`config.mk`:
```
export PLATFORM = sky130hd
export DESIGN_NAME = setc_top
export DESIGN_NICKNAME = d
export VERILOG_FILES = /design/src/rtl/setc_pkg.sv /design/src/rtl/setc_top.sv
export SDC_FILE = /design/constraint.sdc
export NUM_CORES = 1
export LEC_CHECK = 0
export ABC_CLOCK_PERIOD_IN_PS = 6400
export BUFFER_PORTS_ARGS = -buffer_cell sky130_fd_sc_hd__buf_2
export CAP_MARGIN = 20
export CORE_ASPECT_RATIO = 1.25
export CORE_MARGIN = 2
export CORE_UTILIZATION = 63
export DETAILED_ROUTE_END_ITERATION = 6
export PLACE_DENSITY = 0.85
export SKIP_CTS_REPAIR_TIMING = 1
export SYNTH_ARGS = -nofsm -noshare
export SYNTH_HDL_FRONTEND = slang
export SYNTH_SLANG_ARGS = --single-unit
export TNS_END_PERCENT = 20
```
`constraint.sdc`:
```
create_clock -name clk_sys -period 6.4 [get_ports clk_sys]
set_input_delay 0 -clock clk_sys [delete_from_list [all_inputs] [get_ports clk_sys]]
set_output_delay 0 -clock clk_sys [all_outputs]
set_load 0.01 [all_outputs]
```
`src/rtl/setc_pkg.sv`:
```
package setc_pkg;
   // ----------------------------------------
   // widths and queue sizing
   // ----------------------------------------
   localparam int LVL_W = 16;
   localparam int ERRQ_DEPTH = 8;
   localparam int ERRQ_AW = 3;

   // ----------------------------------------
   // error codes, two's complement
   // ----------------------------------------
   localparam logic signed [15:0] ERR_NONE = 16'sh0000;
   localparam logic signed [15:0] ERR_CMD = 16'shff9c;
   localparam logic signed [15:0] ERR_SYNTAX = 16'shff9a;
   localparam logic signed [15:0] ERR_PARAM = 16'shff94;
   localparam logic signed [15:0] ERR_RANGE = 16'shff22;
   localparam logic signed [15:0] ERR_OVF = 16'shfea2;
   localparam logic signed [15:0] ERR_QUERY = 16'shfe70;
   localparam logic signed [15:0] GRP_CMD_LO = 16'shff39;
   localparam logic signed [15:0] GRP_EXE_HI = 16'shff38;
   localparam logic signed [15:0] GRP_EXE_LO = 16'shfed5;
   localparam logic signed [15:0] GRP_DDE_HI = 16'shfed4;
   localparam logic signed [15:0] GRP_DDE_LO = 16'shfe71;
   localparam logic signed [15:0] GRP_QYE_LO = 16'shfe0d;

   // ----------------------------------------
   // status bit positions and reset values
   // ----------------------------------------
   localparam int ESR_CME = 5;
   localparam int ESR_EXE = 4;
   localparam int ESR_DDE = 3;
   localparam int ESR_QYE = 2;
   localparam logic [7:0] ESR_RST = 8'h80;
   localparam int STB_MAV = 4;
   localparam int STB_ESB = 5;
   localparam int STB_MSS = 6;
   localparam logic [7:0] SRE_MASK = 8'hbf;

   // ----------------------------------------
   // serial framing and timing
   // ----------------------------------------
   localparam longint CLK_HZ = 125000000;
   localparam longint BAUD_RATE = 19200;
   localparam int CHAR_BITS = 10;
   localparam longint IDLE_MIN = 5;
   localparam longint SEC_PER_MIN = 60;

   typedef enum logic [2:0] {
      MSG_NO_ERROR, MSG_CMD, MSG_SYNTAX, MSG_PARAM,
      MSG_RANGE, MSG_OVERFLOW, MSG_QUERY, MSG_OTHER
   } setc_msg_t;

   typedef enum logic [3:0] {
      OP_NOP, OP_ERR_Q, OP_CLS, OP_ESR_Q, OP_ESE_WR, OP_SRE_WR,
      OP_INIT, OP_CONT_WR, OP_TRIG, OP_ABORT, OP_RCL, OP_RST,
      OP_CURR, OP_CURR_TRIG, OP_VOLT, OP_VOLT_TRIG
   } setc_op_t;

   typedef enum logic [1:0] {PORT_NONE, PORT_SER, PORT_GPIB} setc_port_t;

   typedef struct packed {
      logic valid;
      logic src;
      setc_op_t op;
      logic [15:0] data;
   } setc_cmd_t;

   typedef struct packed {
      logic [LVL_W-1:0] curr;
      logic [LVL_W-1:0] volt;
   } setc_lvl_t;
endpackage : setc_pkg

```
`src/rtl/setc_top.sv`:
```
// Function
// RULE1: errors queue oldest-first, query pops oldest
// RULE2: empty queue query answers code zero
// RULE3: overflow drops excess, last entry minus 350
// RULE4: error code range sets event bit
// RULE5: fixed codes for listed error kinds
// RULE6: trigger ignored unless armed
// RULE7: trigger copies pending levels to active
// RULE8: single mode arm allows one trigger
// RULE9: continuous mode rearms, sets waiting flag
// RULE10: trigger clears waiting flag
// RULE11: abort makes pending equal immediate levels
// RULE12: abort clears flag, continuous rearms
// RULE13: abort at power-on, recall and reset
// RULE14: serial link 19200 8N1, no flow
// RULE15: first port with traffic owns commands
// RULE16: other port waits five idle minutes
// RULE17: summary bit six, unlatched, service needed
// RULE18: summary is OR of enabled status bits
// RULE19: event bit from enabled event bits
// RULE20: message bit follows unread response
// RULE21: event register read clears it
// RULE22: clear-status empties queue and status
// RULE23: zero enable mask never requests service
// RULE24: queue depth parameter, overflow slot reserved
// RULE25: idle timer derived from clock frequency
`timescale 1ns/1ps
module setc_top #(
   parameter longint CLK_HZ = setc_pkg::CLK_HZ,
   parameter int FRAME_CYCLES =
      int'(CLK_HZ / setc_pkg::BAUD_RATE) * setc_pkg::CHAR_BITS,
   parameter longint IDLE_CYCLES =
      setc_pkg::IDLE_MIN * setc_pkg::SEC_PER_MIN * CLK_HZ
) (
   input wire logic clk_sys,
   input wire logic rst_n,
   input wire logic ser_rx,
   input wire logic gpib_dav_n,
   input wire setc_pkg::setc_cmd_t cmd,
   input wire logic err_valid,
   input wire logic signed [15:0] err_code,
   input wire logic obuf_pending,
   output logic err_resp_valid,
   output logic signed [15:0] err_resp_code,
   output setc_pkg::setc_msg_t err_resp_msg,
   output logic [7:0] esr_rd_data,
   output logic [7:0] status_byte,
   output logic srq,
   output logic obuf_flush,
   output logic waiting_for_trigger_flag,
   output logic trig_armed,
   output logic cont_mode,
   output setc_pkg::setc_lvl_t lvl_active,
   output setc_pkg::setc_lvl_t lvl_pending,
   output setc_pkg::setc_port_t active_port
);
   // ----------------------------------------
   // constants and helpers
   // ----------------------------------------
   localparam logic [35:0] IDLE_LIM = 36'(IDLE_CYCLES - 1);
   localparam logic [16:0] FRAME_LIM = 17'(FRAME_CYCLES - 1);
   localparam logic [3:0] Q_LAST = 4'(setc_pkg::ERRQ_DEPTH - 1);

   function automatic setc_pkg::setc_msg_t msg_of(input logic signed [15:0] c);
      if (c == setc_pkg::ERR_NONE) msg_of = setc_pkg::MSG_NO_ERROR;
      else if (c == setc_pkg::ERR_CMD) msg_of = setc_pkg::MSG_CMD;
      else if (c == setc_pkg::ERR_SYNTAX) msg_of = setc_pkg::MSG_SYNTAX;
      else if (c == setc_pkg::ERR_PARAM) msg_of = setc_pkg::MSG_PARAM;
      else if (c == setc_pkg::ERR_RANGE) msg_of = setc_pkg::MSG_RANGE;
      else if (c == setc_pkg::ERR_OVF) msg_of = setc_pkg::MSG_OVERFLOW;
      else if (c == setc_pkg::ERR_QUERY) msg_of = setc_pkg::MSG_QUERY;
      else msg_of = setc_pkg::MSG_OTHER; // see RULE5
   endfunction : msg_of

   function automatic logic [7:0] grp_of(input logic signed [15:0] c);
      grp_of = 8'h00;
      if (c <= setc_pkg::ERR_CMD && c >= setc_pkg::GRP_CMD_LO)
         grp_of[setc_pkg::ESR_CME] = 1'b1; // see RULE4
      if (c <= setc_pkg::GRP_EXE_HI && c >= setc_pkg::GRP_EXE_LO)
         grp_of[setc_pkg::ESR_EXE] = 1'b1;
      if (c <= setc_pkg::GRP_DDE_HI && c >= setc_pkg::GRP_DDE_LO)
         grp_of[setc_pkg::ESR_DDE] = 1'b1;
      if (c <= setc_pkg::ERR_QUERY && c >= setc_pkg::GRP_QYE_LO)
         grp_of[setc_pkg::ESR_QYE] = 1'b1;
   endfunction : grp_of

   // ----------------------------------------
   // state
   // ----------------------------------------
   logic ser_rx_d_r, dav_d_r, pwr_abort_r;
   logic [16:0] ser_hold_r;
   logic [35:0] idle_r;
   setc_pkg::setc_port_t owner_r;
   logic signed [15:0] q_mem [setc_pkg::ERRQ_DEPTH];
   logic [2:0] rd_r, wr_r;
   logic [3:0] cnt_r;
   logic [7:0] esr_r, ese_r, sre_r, stb_r, esr_rd_r;
   logic srq_r, flush_r, resp_v_r, armed_r, wtg_r, cont_r;
   logic signed [15:0] resp_code_r;
   setc_pkg::setc_msg_t resp_msg_r;
   setc_pkg::setc_lvl_t imm_r, pend_r, act_r;

   // ----------------------------------------
   // port ownership
   // ----------------------------------------
   logic tr_ser, tr_gp, acc, own_act;
   setc_pkg::setc_port_t src_port;
   setc_pkg::setc_op_t op;

   // a start edge outside a character frame marks serial traffic
   assign tr_ser = ser_rx_d_r && !ser_rx && ser_hold_r == 17'h0; // see RULE14
   assign tr_gp = dav_d_r && !gpib_dav_n;
   assign src_port = cmd.src ? setc_pkg::PORT_GPIB : setc_pkg::PORT_SER;
   assign acc = cmd.valid && (owner_r == setc_pkg::PORT_NONE
                || owner_r == src_port); // see RULE15
   assign op = acc ? cmd.op : setc_pkg::OP_NOP;
   assign own_act = acc || (owner_r == setc_pkg::PORT_SER && tr_ser)
                    || (owner_r == setc_pkg::PORT_GPIB && tr_gp);

   // edge history and serial frame guard
   always_ff @(posedge clk_sys or negedge rst_n) begin
      if (!rst_n) begin
         ser_rx_d_r <= 1'b1;
         dav_d_r <= 1'b1;
         ser_hold_r <= 17'h0;
      end else begin
         ser_rx_d_r <= ser_rx;
         dav_d_r <= gpib_dav_n;
         if (tr_ser) ser_hold_r <= FRAME_LIM; // see RULE14
         else if (ser_hold_r != 17'h0) ser_hold_r <= ser_hold_r - 17'h1;
      end
   end

   // owner claim and idle release
   always_ff @(posedge clk_sys or negedge rst_n) begin
      if (!rst_n) begin
         owner_r <= setc_pkg::PORT_NONE;
         idle_r <= 36'h0;
      end else if (owner_r == setc_pkg::PORT_NONE) begin
         idle_r <= 36'h0;
         if (cmd.valid) owner_r <= src_port; // see RULE15
         else if (tr_ser) owner_r <= setc_pkg::PORT_SER;
         else if (tr_gp) owner_r <= setc_pkg::PORT_GPIB;
      end else if (own_act) begin
         idle_r <= 36'h0;
      end else if (idle_r == IDLE_LIM) begin
         owner_r <= setc_pkg::PORT_NONE; // see RULE16
         idle_r <= 36'h0;
      end else begin
         idle_r <= idle_r + 36'h1; // see RULE25
      end
   end

   // ----------------------------------------
   // error queue
   // ----------------------------------------
   logic cls, pop, push_ok, push_ovf, push_en;
   logic [3:0] cnt_after;
   logic signed [15:0] push_code;

   assign cls = op == setc_pkg::OP_CLS;
   assign pop = op == setc_pkg::OP_ERR_Q && cnt_r != 4'h0 && !cls;
   assign cnt_after = cls ? 4'h0 : cnt_r - {3'h0, pop};
   assign push_ok = err_valid && cnt_after < Q_LAST; // see RULE24
   assign push_ovf = err_valid && cnt_after == Q_LAST; // see RULE3
   assign push_en = push_ok || push_ovf;
   assign push_code = push_ovf ? setc_pkg::ERR_OVF : err_code;

   // entry storage, written at slot zero when cleared in the same cycle
   always_ff @(posedge clk_sys) begin
      if (push_en) q_mem[cls ? 3'h0 : wr_r] <= push_code; // see RULE1
   end

   // pointers and fill count
   always_ff @(posedge clk_sys or negedge rst_n) begin
      if (!rst_n) begin
         rd_r <= 3'h0;
         wr_r <= 3'h0;
         cnt_r <= 4'h0;
      end else if (cls) begin
         rd_r <= 3'h0; // see RULE22
         wr_r <= {2'h0, push_en};
         cnt_r <= {3'h0, push_en};
      end else begin
         if (pop) rd_r <= rd_r + 3'h1; // see RULE1
         if (push_en) wr_r <= wr_r + 3'h1;
         cnt_r <= cnt_after + {3'h0, push_en};
      end
   end

   // error query answer
   always_ff @(posedge clk_sys or negedge rst_n) begin
      if (!rst_n) begin
         resp_v_r <= 1'b0;
         resp_code_r <= setc_pkg::ERR_NONE;
         resp_msg_r <= setc_pkg::MSG_NO_ERROR;
      end else begin
         resp_v_r <= op == setc_pkg::OP_ERR_Q;
         if (op == setc_pkg::OP_ERR_Q) begin
            resp_code_r <= pop ? q_mem[rd_r] : setc_pkg::ERR_NONE; // see RULE2
            resp_msg_r <= pop ? msg_of(q_mem[rd_r]) : setc_pkg::MSG_NO_ERROR;
         end
      end
   end

   // ----------------------------------------
   // event register, enables and status byte
   // ----------------------------------------
   logic [7:0] esr_set, stb_nxt;
   logic esr_rd;

   assign esr_rd = op == setc_pkg::OP_ESR_Q;
   assign esr_set = (err_valid ? grp_of(err_code) : 8'h00)
                    | (push_ovf ? grp_of(setc_pkg::ERR_OVF) : 8'h00);

   // status byte build, summary is unlatched
   always_comb begin
      stb_nxt = 8'h00;
      stb_nxt[setc_pkg::STB_MAV] = obuf_pending && !cls; // see RULE20
      stb_nxt[setc_pkg::STB_ESB] = |(esr_r & ese_r) && !cls; // see RULE19
      stb_nxt[setc_pkg::STB_MSS] = |(stb_nxt & sre_r & setc_pkg::SRE_MASK); // see RULE18
   end

   // event register, set wins over clear
   always_ff @(posedge clk_sys or negedge rst_n) begin
      if (!rst_n) begin
         esr_r <= setc_pkg::ESR_RST;
         esr_rd_r <= 8'h00;
      end else begin
         esr_r <= ((esr_rd || cls) ? 8'h00 : esr_r) | esr_set; // see RULE21
         if (esr_rd) esr_rd_r <= esr_r;
      end
   end

   // enable masks and status outputs
   always_ff @(posedge clk_sys or negedge rst_n) begin
      if (!rst_n) begin
         ese_r <= 8'h00;
         sre_r <= 8'h00;
         stb_r <= 8'h00;
         srq_r <= 1'b0;
         flush_r <= 1'b0;
      end else begin
         if (op == setc_pkg::OP_ESE_WR) ese_r <= cmd.data[7:0];
         if (op == setc_pkg::OP_SRE_WR) sre_r <= cmd.data[7:0];
         stb_r <= stb_nxt; // see RULE17
         srq_r <= stb_nxt[setc_pkg::STB_MSS]; // see RULE23
         flush_r <= cls; // see RULE22
      end
   end

   // ----------------------------------------
   // trigger subsystem
   // ----------------------------------------
   logic abort_evt, trig_fire;

   assign abort_evt = pwr_abort_r || op == setc_pkg::OP_ABORT
                      || op == setc_pkg::OP_RCL || op == setc_pkg::OP_RST; // see RULE13
   assign trig_fire = op == setc_pkg::OP_TRIG && armed_r && !abort_evt; // see RULE6

   // arm state, continuous mode and waiting flag
   always_ff @(posedge clk_sys or negedge rst_n) begin
      if (!rst_n) begin
         pwr_abort_r <= 1'b1;
         armed_r <= 1'b0;
         wtg_r <= 1'b0;
         cont_r <= 1'b0;
      end else begin
         pwr_abort_r <= 1'b0;
         if (op == setc_pkg::OP_CONT_WR) cont_r <= cmd.data[0]; // see RULE9
         if (abort_evt) begin
            armed_r <= cont_r; // see RULE12
            wtg_r <= cont_r;
         end else if (trig_fire) begin
            armed_r <= cont_r; // see RULE8
            wtg_r <= cont_r; // see RULE10
         end else if (op == setc_pkg::OP_INIT) begin
            armed_r <= 1'b1;
            wtg_r <= 1'b1;
         end
      end
   end

   // immediate, pending and active levels
   always_ff @(posedge clk_sys or negedge rst_n) begin
      if (!rst_n) begin
         imm_r <= '0;
         pend_r <= '0;
         act_r <= '0;
      end else if (abort_evt) begin
         pend_r <= imm_r; // see RULE11
      end else if (trig_fire) begin
         act_r <= pend_r; // see RULE7
         imm_r <= pend_r;
      end else begin
         if (op == setc_pkg::OP_CURR) begin
            imm_r.curr <= cmd.data;
            act_r.curr <= cmd.data;
         end
         if (op == setc_pkg::OP_VOLT) begin
            imm_r.volt <= cmd.data;
            act_r.volt <= cmd.data;
         end
         if (op == setc_pkg::OP_CURR_TRIG) pend_r.curr <= cmd.data;
         if (op == setc_pkg::OP_VOLT_TRIG) pend_r.volt <= cmd.data;
      end
   end

   // ----------------------------------------
   // outputs
   // ----------------------------------------
   assign err_resp_valid = resp_v_r;
   assign err_resp_code = resp_code_r;
   assign err_resp_msg = resp_msg_r;
   assign esr_rd_data = esr_rd_r;
   assign status_byte = stb_r;
   assign srq = srq_r;
   assign obuf_flush = flush_r;
   assign waiting_for_trigger_flag = wtg_r;
   assign trig_armed = armed_r;
   assign cont_mode = cont_r;
   assign lvl_active = act_r;
   assign lvl_pending = pend_r;
   assign active_port = owner_r;
endmodule : setc_top

```
==> qor.yml <==
run_status:
  violations_in_the_final_reports: "design-rule violations, negative hold slack"
  status: "finished with violations"
drt:
  wl_per_cell_um: 21.1
  ant_nets: 0
  post_route_wl_mm: 32.5
  routed_vias_inst: 6.12
  drt-initial-drc-count: 873
  drt_first_pass_iters: 7
  vias: 9447
  drc: 7
synthesis:
  syn_inst: 1085
  number_of_synthesized_flops_with_an_enable_pin: 128
  synth_ff_type: "sky130_fd_sc_hd__dfrtp_1"
  yosysWarningCount: 0
  synth.top_cells.by_count: "sky130_fd_sc_hd__dfrtp_1, sky130_fd_sc_hd__edfxtp_1, sky130_fd_sc_hd__nor2_1"
  synthesis.area_per_instance_um2: 12.4
  post_synth_main_area_contributors: "sky130_fd_sc_hd__dfrtp_1, sky130_fd_sc_hd__edfxtp_1, sky130_fd_sc_hd__mux4_2"
  yosysMostFrequentCell: "sky130_fd_sc_hd__dfrtp_1"
  netlist-cell-type-count: 71
  synth.ff_latch_count: 303
  syn_area_um2: 13400
  share_of_synthesized_registers_carrying_an_async_set_or_reset_pct: 57.8
  synth_sequential_area_ratio_pct: 61.2
  synth_top_cell_area_share_pct: 31.8
  synth.largest_area_cell: "sky130_fd_sc_hd__dfrtp_1"
clock_tree:
  worst_setup_hold_path_clk_slew_ps: 70
  cts_buffers: 28
  cts_tree: "built"
  worst_skew_pair.late_latency_ps: 540
  clockRootBuffer: "sky130_fd_sc_hd__clkbuf_16"
  clock-sinks: 303
  cts_max_path_buffers: 3
  h-tree-depth: 1
timing:
  worst_tran_pin_value_ps: 1020
  maxSlewHeadroom_pct: 31.2
  finalHoldViolations: 9
  final-max-slew-violation-count: 0
  timing.fmax_ghz: 0.199
  totalNegativeSetupSlack_ps: 0
  min_period_ps: 5020
  worst_hold_slack_ps: -28.7
  timing.final.crit_share_pct: 78.4
  finClkSkew_ps: 9.05
  setup_viol: 0
  setup_repair_after_global_routing_missed_its_margin: "no"
worst_hold_path:
  holdCritPathClass: "input port to flip-flop"
power_and_ir_drop:
  power_switching_w: 0.00194
  sw_frac_of_total_pct: 31.3
  pwr_density_cell_nw_per_um2: 394
  power_frac_seq_pct: 43.5
  clkPwrFrac_pct: 30.3
  internal_power_w: 0.00425
  power_leakage_nw: 6.51
  power.share.combinational_pct: 26.2
  vdd.ir_drop.worst_mv: 0.298
finish:
  diodes: 0
  layoutNonFillerInstCount: 1543
  finish.net_count: 1299
  area_delta_synth_final_pct: 16.8
  final_layout_size_suffix_gt1_share_pct: 21.8
setup_path:
  path_max_fanout: 21
  arrival_ps: 5490
  reg2reg_slack_ps: 1380
  kind_of_critical_path: "flip-flop to flip-flop"
  crit_path_start_kind: "flip-flop"
  worstPathRequired_ps: 6870
  worst_setup_path_end_kind: "flip-flop"
placement:
  place_congestion: 0.815
  io_buffers: 142
  hpwl_mm: 19.3
  post-place-cells: 1458
die:
  fp.coreArea_um2: 20900
  initial_core_util_pct: 64.3
  die_area_um2: 22500
  die_h_um: 167
  die-width_um: 135
  io_pins: 151
  row_count: 59
global_route:
  grt.total_usage_pct: 27.9
  globalRoute.totalOverflow: 0
  first_global_vias: 9416
  grt_pass1_wl_mm: 49.5
  antenna_found_initial: 1
  grt_max_degree: 103
job:
  timing.max_cap.violations: 0
logic make-up after synthesis:
logic type,after synthesis,share of synthesized area [%]
buffers and inverters,80,3.33
other,1,0.0279
xor gates and xnor gates,48,3.13
muxes,95,9.89
and+or+nand+nor,375,14.0
AOI/OAI and AO/OA,175,7.64
adders and majority gates,8,0.745
DFF,303,61.2
power by group through the flow:
stage                     sequential, W  combinational, W  clock, W
after detailed placement        0.00275           0.00149         0
after CTS                       0.00273           0.00152   0.00189
after global placement          0.00273           0.00144         0
final                           0.00269           0.00162   0.00188
after floorplan                 0.00273          0.000993         0
after global routing            0.00273           0.00174   0.00196
through the flow:
stage                     setup WS (ps)  hold WS [ps]  total power (W)  area, µm²  util (%)
after global routing               1010          8.05          0.00643      15700      75.2
after global placement             1650           118          0.00416      14300      68.5
after CTS                          1500          -440          0.00613      15400      73.5
final                              1380         -28.7          0.00619      15700      75.2
after floorplan                    2480          -296          0.00373      13500         -
after detailed placement           1580           122          0.00424      14300      68.5
final cells by class:
cell class / count / area [µm²]
fill: 1234 / 5190
clock buffer: 35 / 779
clock inverter: 17 / 265
inverter: 17 / 63.8
timing repair buffer: 187 / 1150
tap: 274 / 343
multi-input combinational: 710 / 4870
sequential: 303 / 8230
path summary, 6_finish.rpt:
path / to / start / cells after the start
worst max-delay path: esr_r[3]$_DFF_PN0_ / active_port[1]$_DFFE_PN0P_ / 12
worst min-delay path: waiting_for_trigger_flag$_DFFE_PN0P_ / cmd[16] / 4
worst max register to register: esr_r[3]$_DFF_PN0_ / active_port[1]$_DFFE_PN0P_ / 12
worst min register to register: ser_hold_r[8]$_DFFE_PN0P_ / ser_hold_r[8]$_DFFE_PN0P_ / 1
max in group asynchronous: ese_r[3]$_DFFE_PN0N_ / rst_n / 3
min in group asynchronous: ser_hold_r[7]$_DFFE_PN0P_ / rst_n / 2
state kept, by name, summed over array words and instances (netlist names), 16 cells and up:
name,count
idle_r,36
err_resp_code,16
imm_r,16
ser_hold_r,17
lvl_pending,32
q_mem,128
lvl_active,16
layout by cell type (no fill, tap or decap), types with 9 or more instances in the layout:
cell type,synthesis,final
sky130_fd_sc_hd__inv_1,15,15
sky130_fd_sc_hd__conb_1,1,9
sky130_fd_sc_hd__nand4_1,16,16
sky130_fd_sc_hd__edfxtp_1,128,128
sky130_fd_sc_hd__nor4_1,13,12
sky130_fd_sc_hd__xor2_1,28,28
sky130_fd_sc_hd__nor3_1,19,14
sky130_fd_sc_hd__buf_2,10,141
sky130_fd_sc_hd__a21oi_1,75,75
sky130_fd_sc_hd__nand2_1,92,92
sky130_fd_sc_hd__and2_1,11,11
sky130_fd_sc_hd__nand2b_1,15,15
sky130_fd_sc_hd__mux2i_1,49,49
sky130_fd_sc_hd__o21ai_0,52,52
sky130_fd_sc_hd__buf_4,12,12
sky130_fd_sc_hd__nor2_1,111,111
sky130_fd_sc_hd__mux4_2,28,28
sky130_fd_sc_hd__a22o_1,9,9
sky130_fd_sc_hd__nor2b_1,26,26
sky130_fd_sc_hd__clkbuf_16,0,30
sky130_fd_sc_hd__dfrtp_1,171,170
sky130_fd_sc_hd__xnor2_1,20,20
sky130_fd_sc_hd__mux2_2,16,16
sky130_fd_sc_hd__dlygate4sd3_1,0,32
sky130_fd_sc_hd__nand3_1,22,22
metal layers:
layer / routed length [µm] / up-vias / global-route usage, % / share of wire, %
met5: 7 / - / 0 / 0.022
met4: 1220 / 2 / 10.3 / 3.8
met3: 2500 / 97 / 5.48 / 7.7
met2: 16600 / 481 / 47.6 / 51
met1: 12200 / 4635 / 35.5 / 38
li1: - / 4232 / - / -
worst max-delay path, stage by stage (launching register included):
cell	delay, ps
sky130_fd_sc_hd__dfrtp_1	450
sky130_fd_sc_hd__mux2i_1	380
sky130_fd_sc_hd__nand4_1	810
sky130_fd_sc_hd__or2_2	710
sky130_fd_sc_hd__clkinv_1	200
sky130_fd_sc_hd__ha_1	200
sky130_fd_sc_hd__nor3b_1	230
sky130_fd_sc_hd__xnor2_1	250
sky130_fd_sc_hd__o21a_4	220
sky130_fd_sc_hd__nand2_2	140
sky130_fd_sc_hd__or4_4	600
sky130_fd_sc_hd__o211ai_1	160
sky130_fd_sc_hd__dlygate4sd3_1	590
No activity file was read; power rests on OpenSTA's default activity.
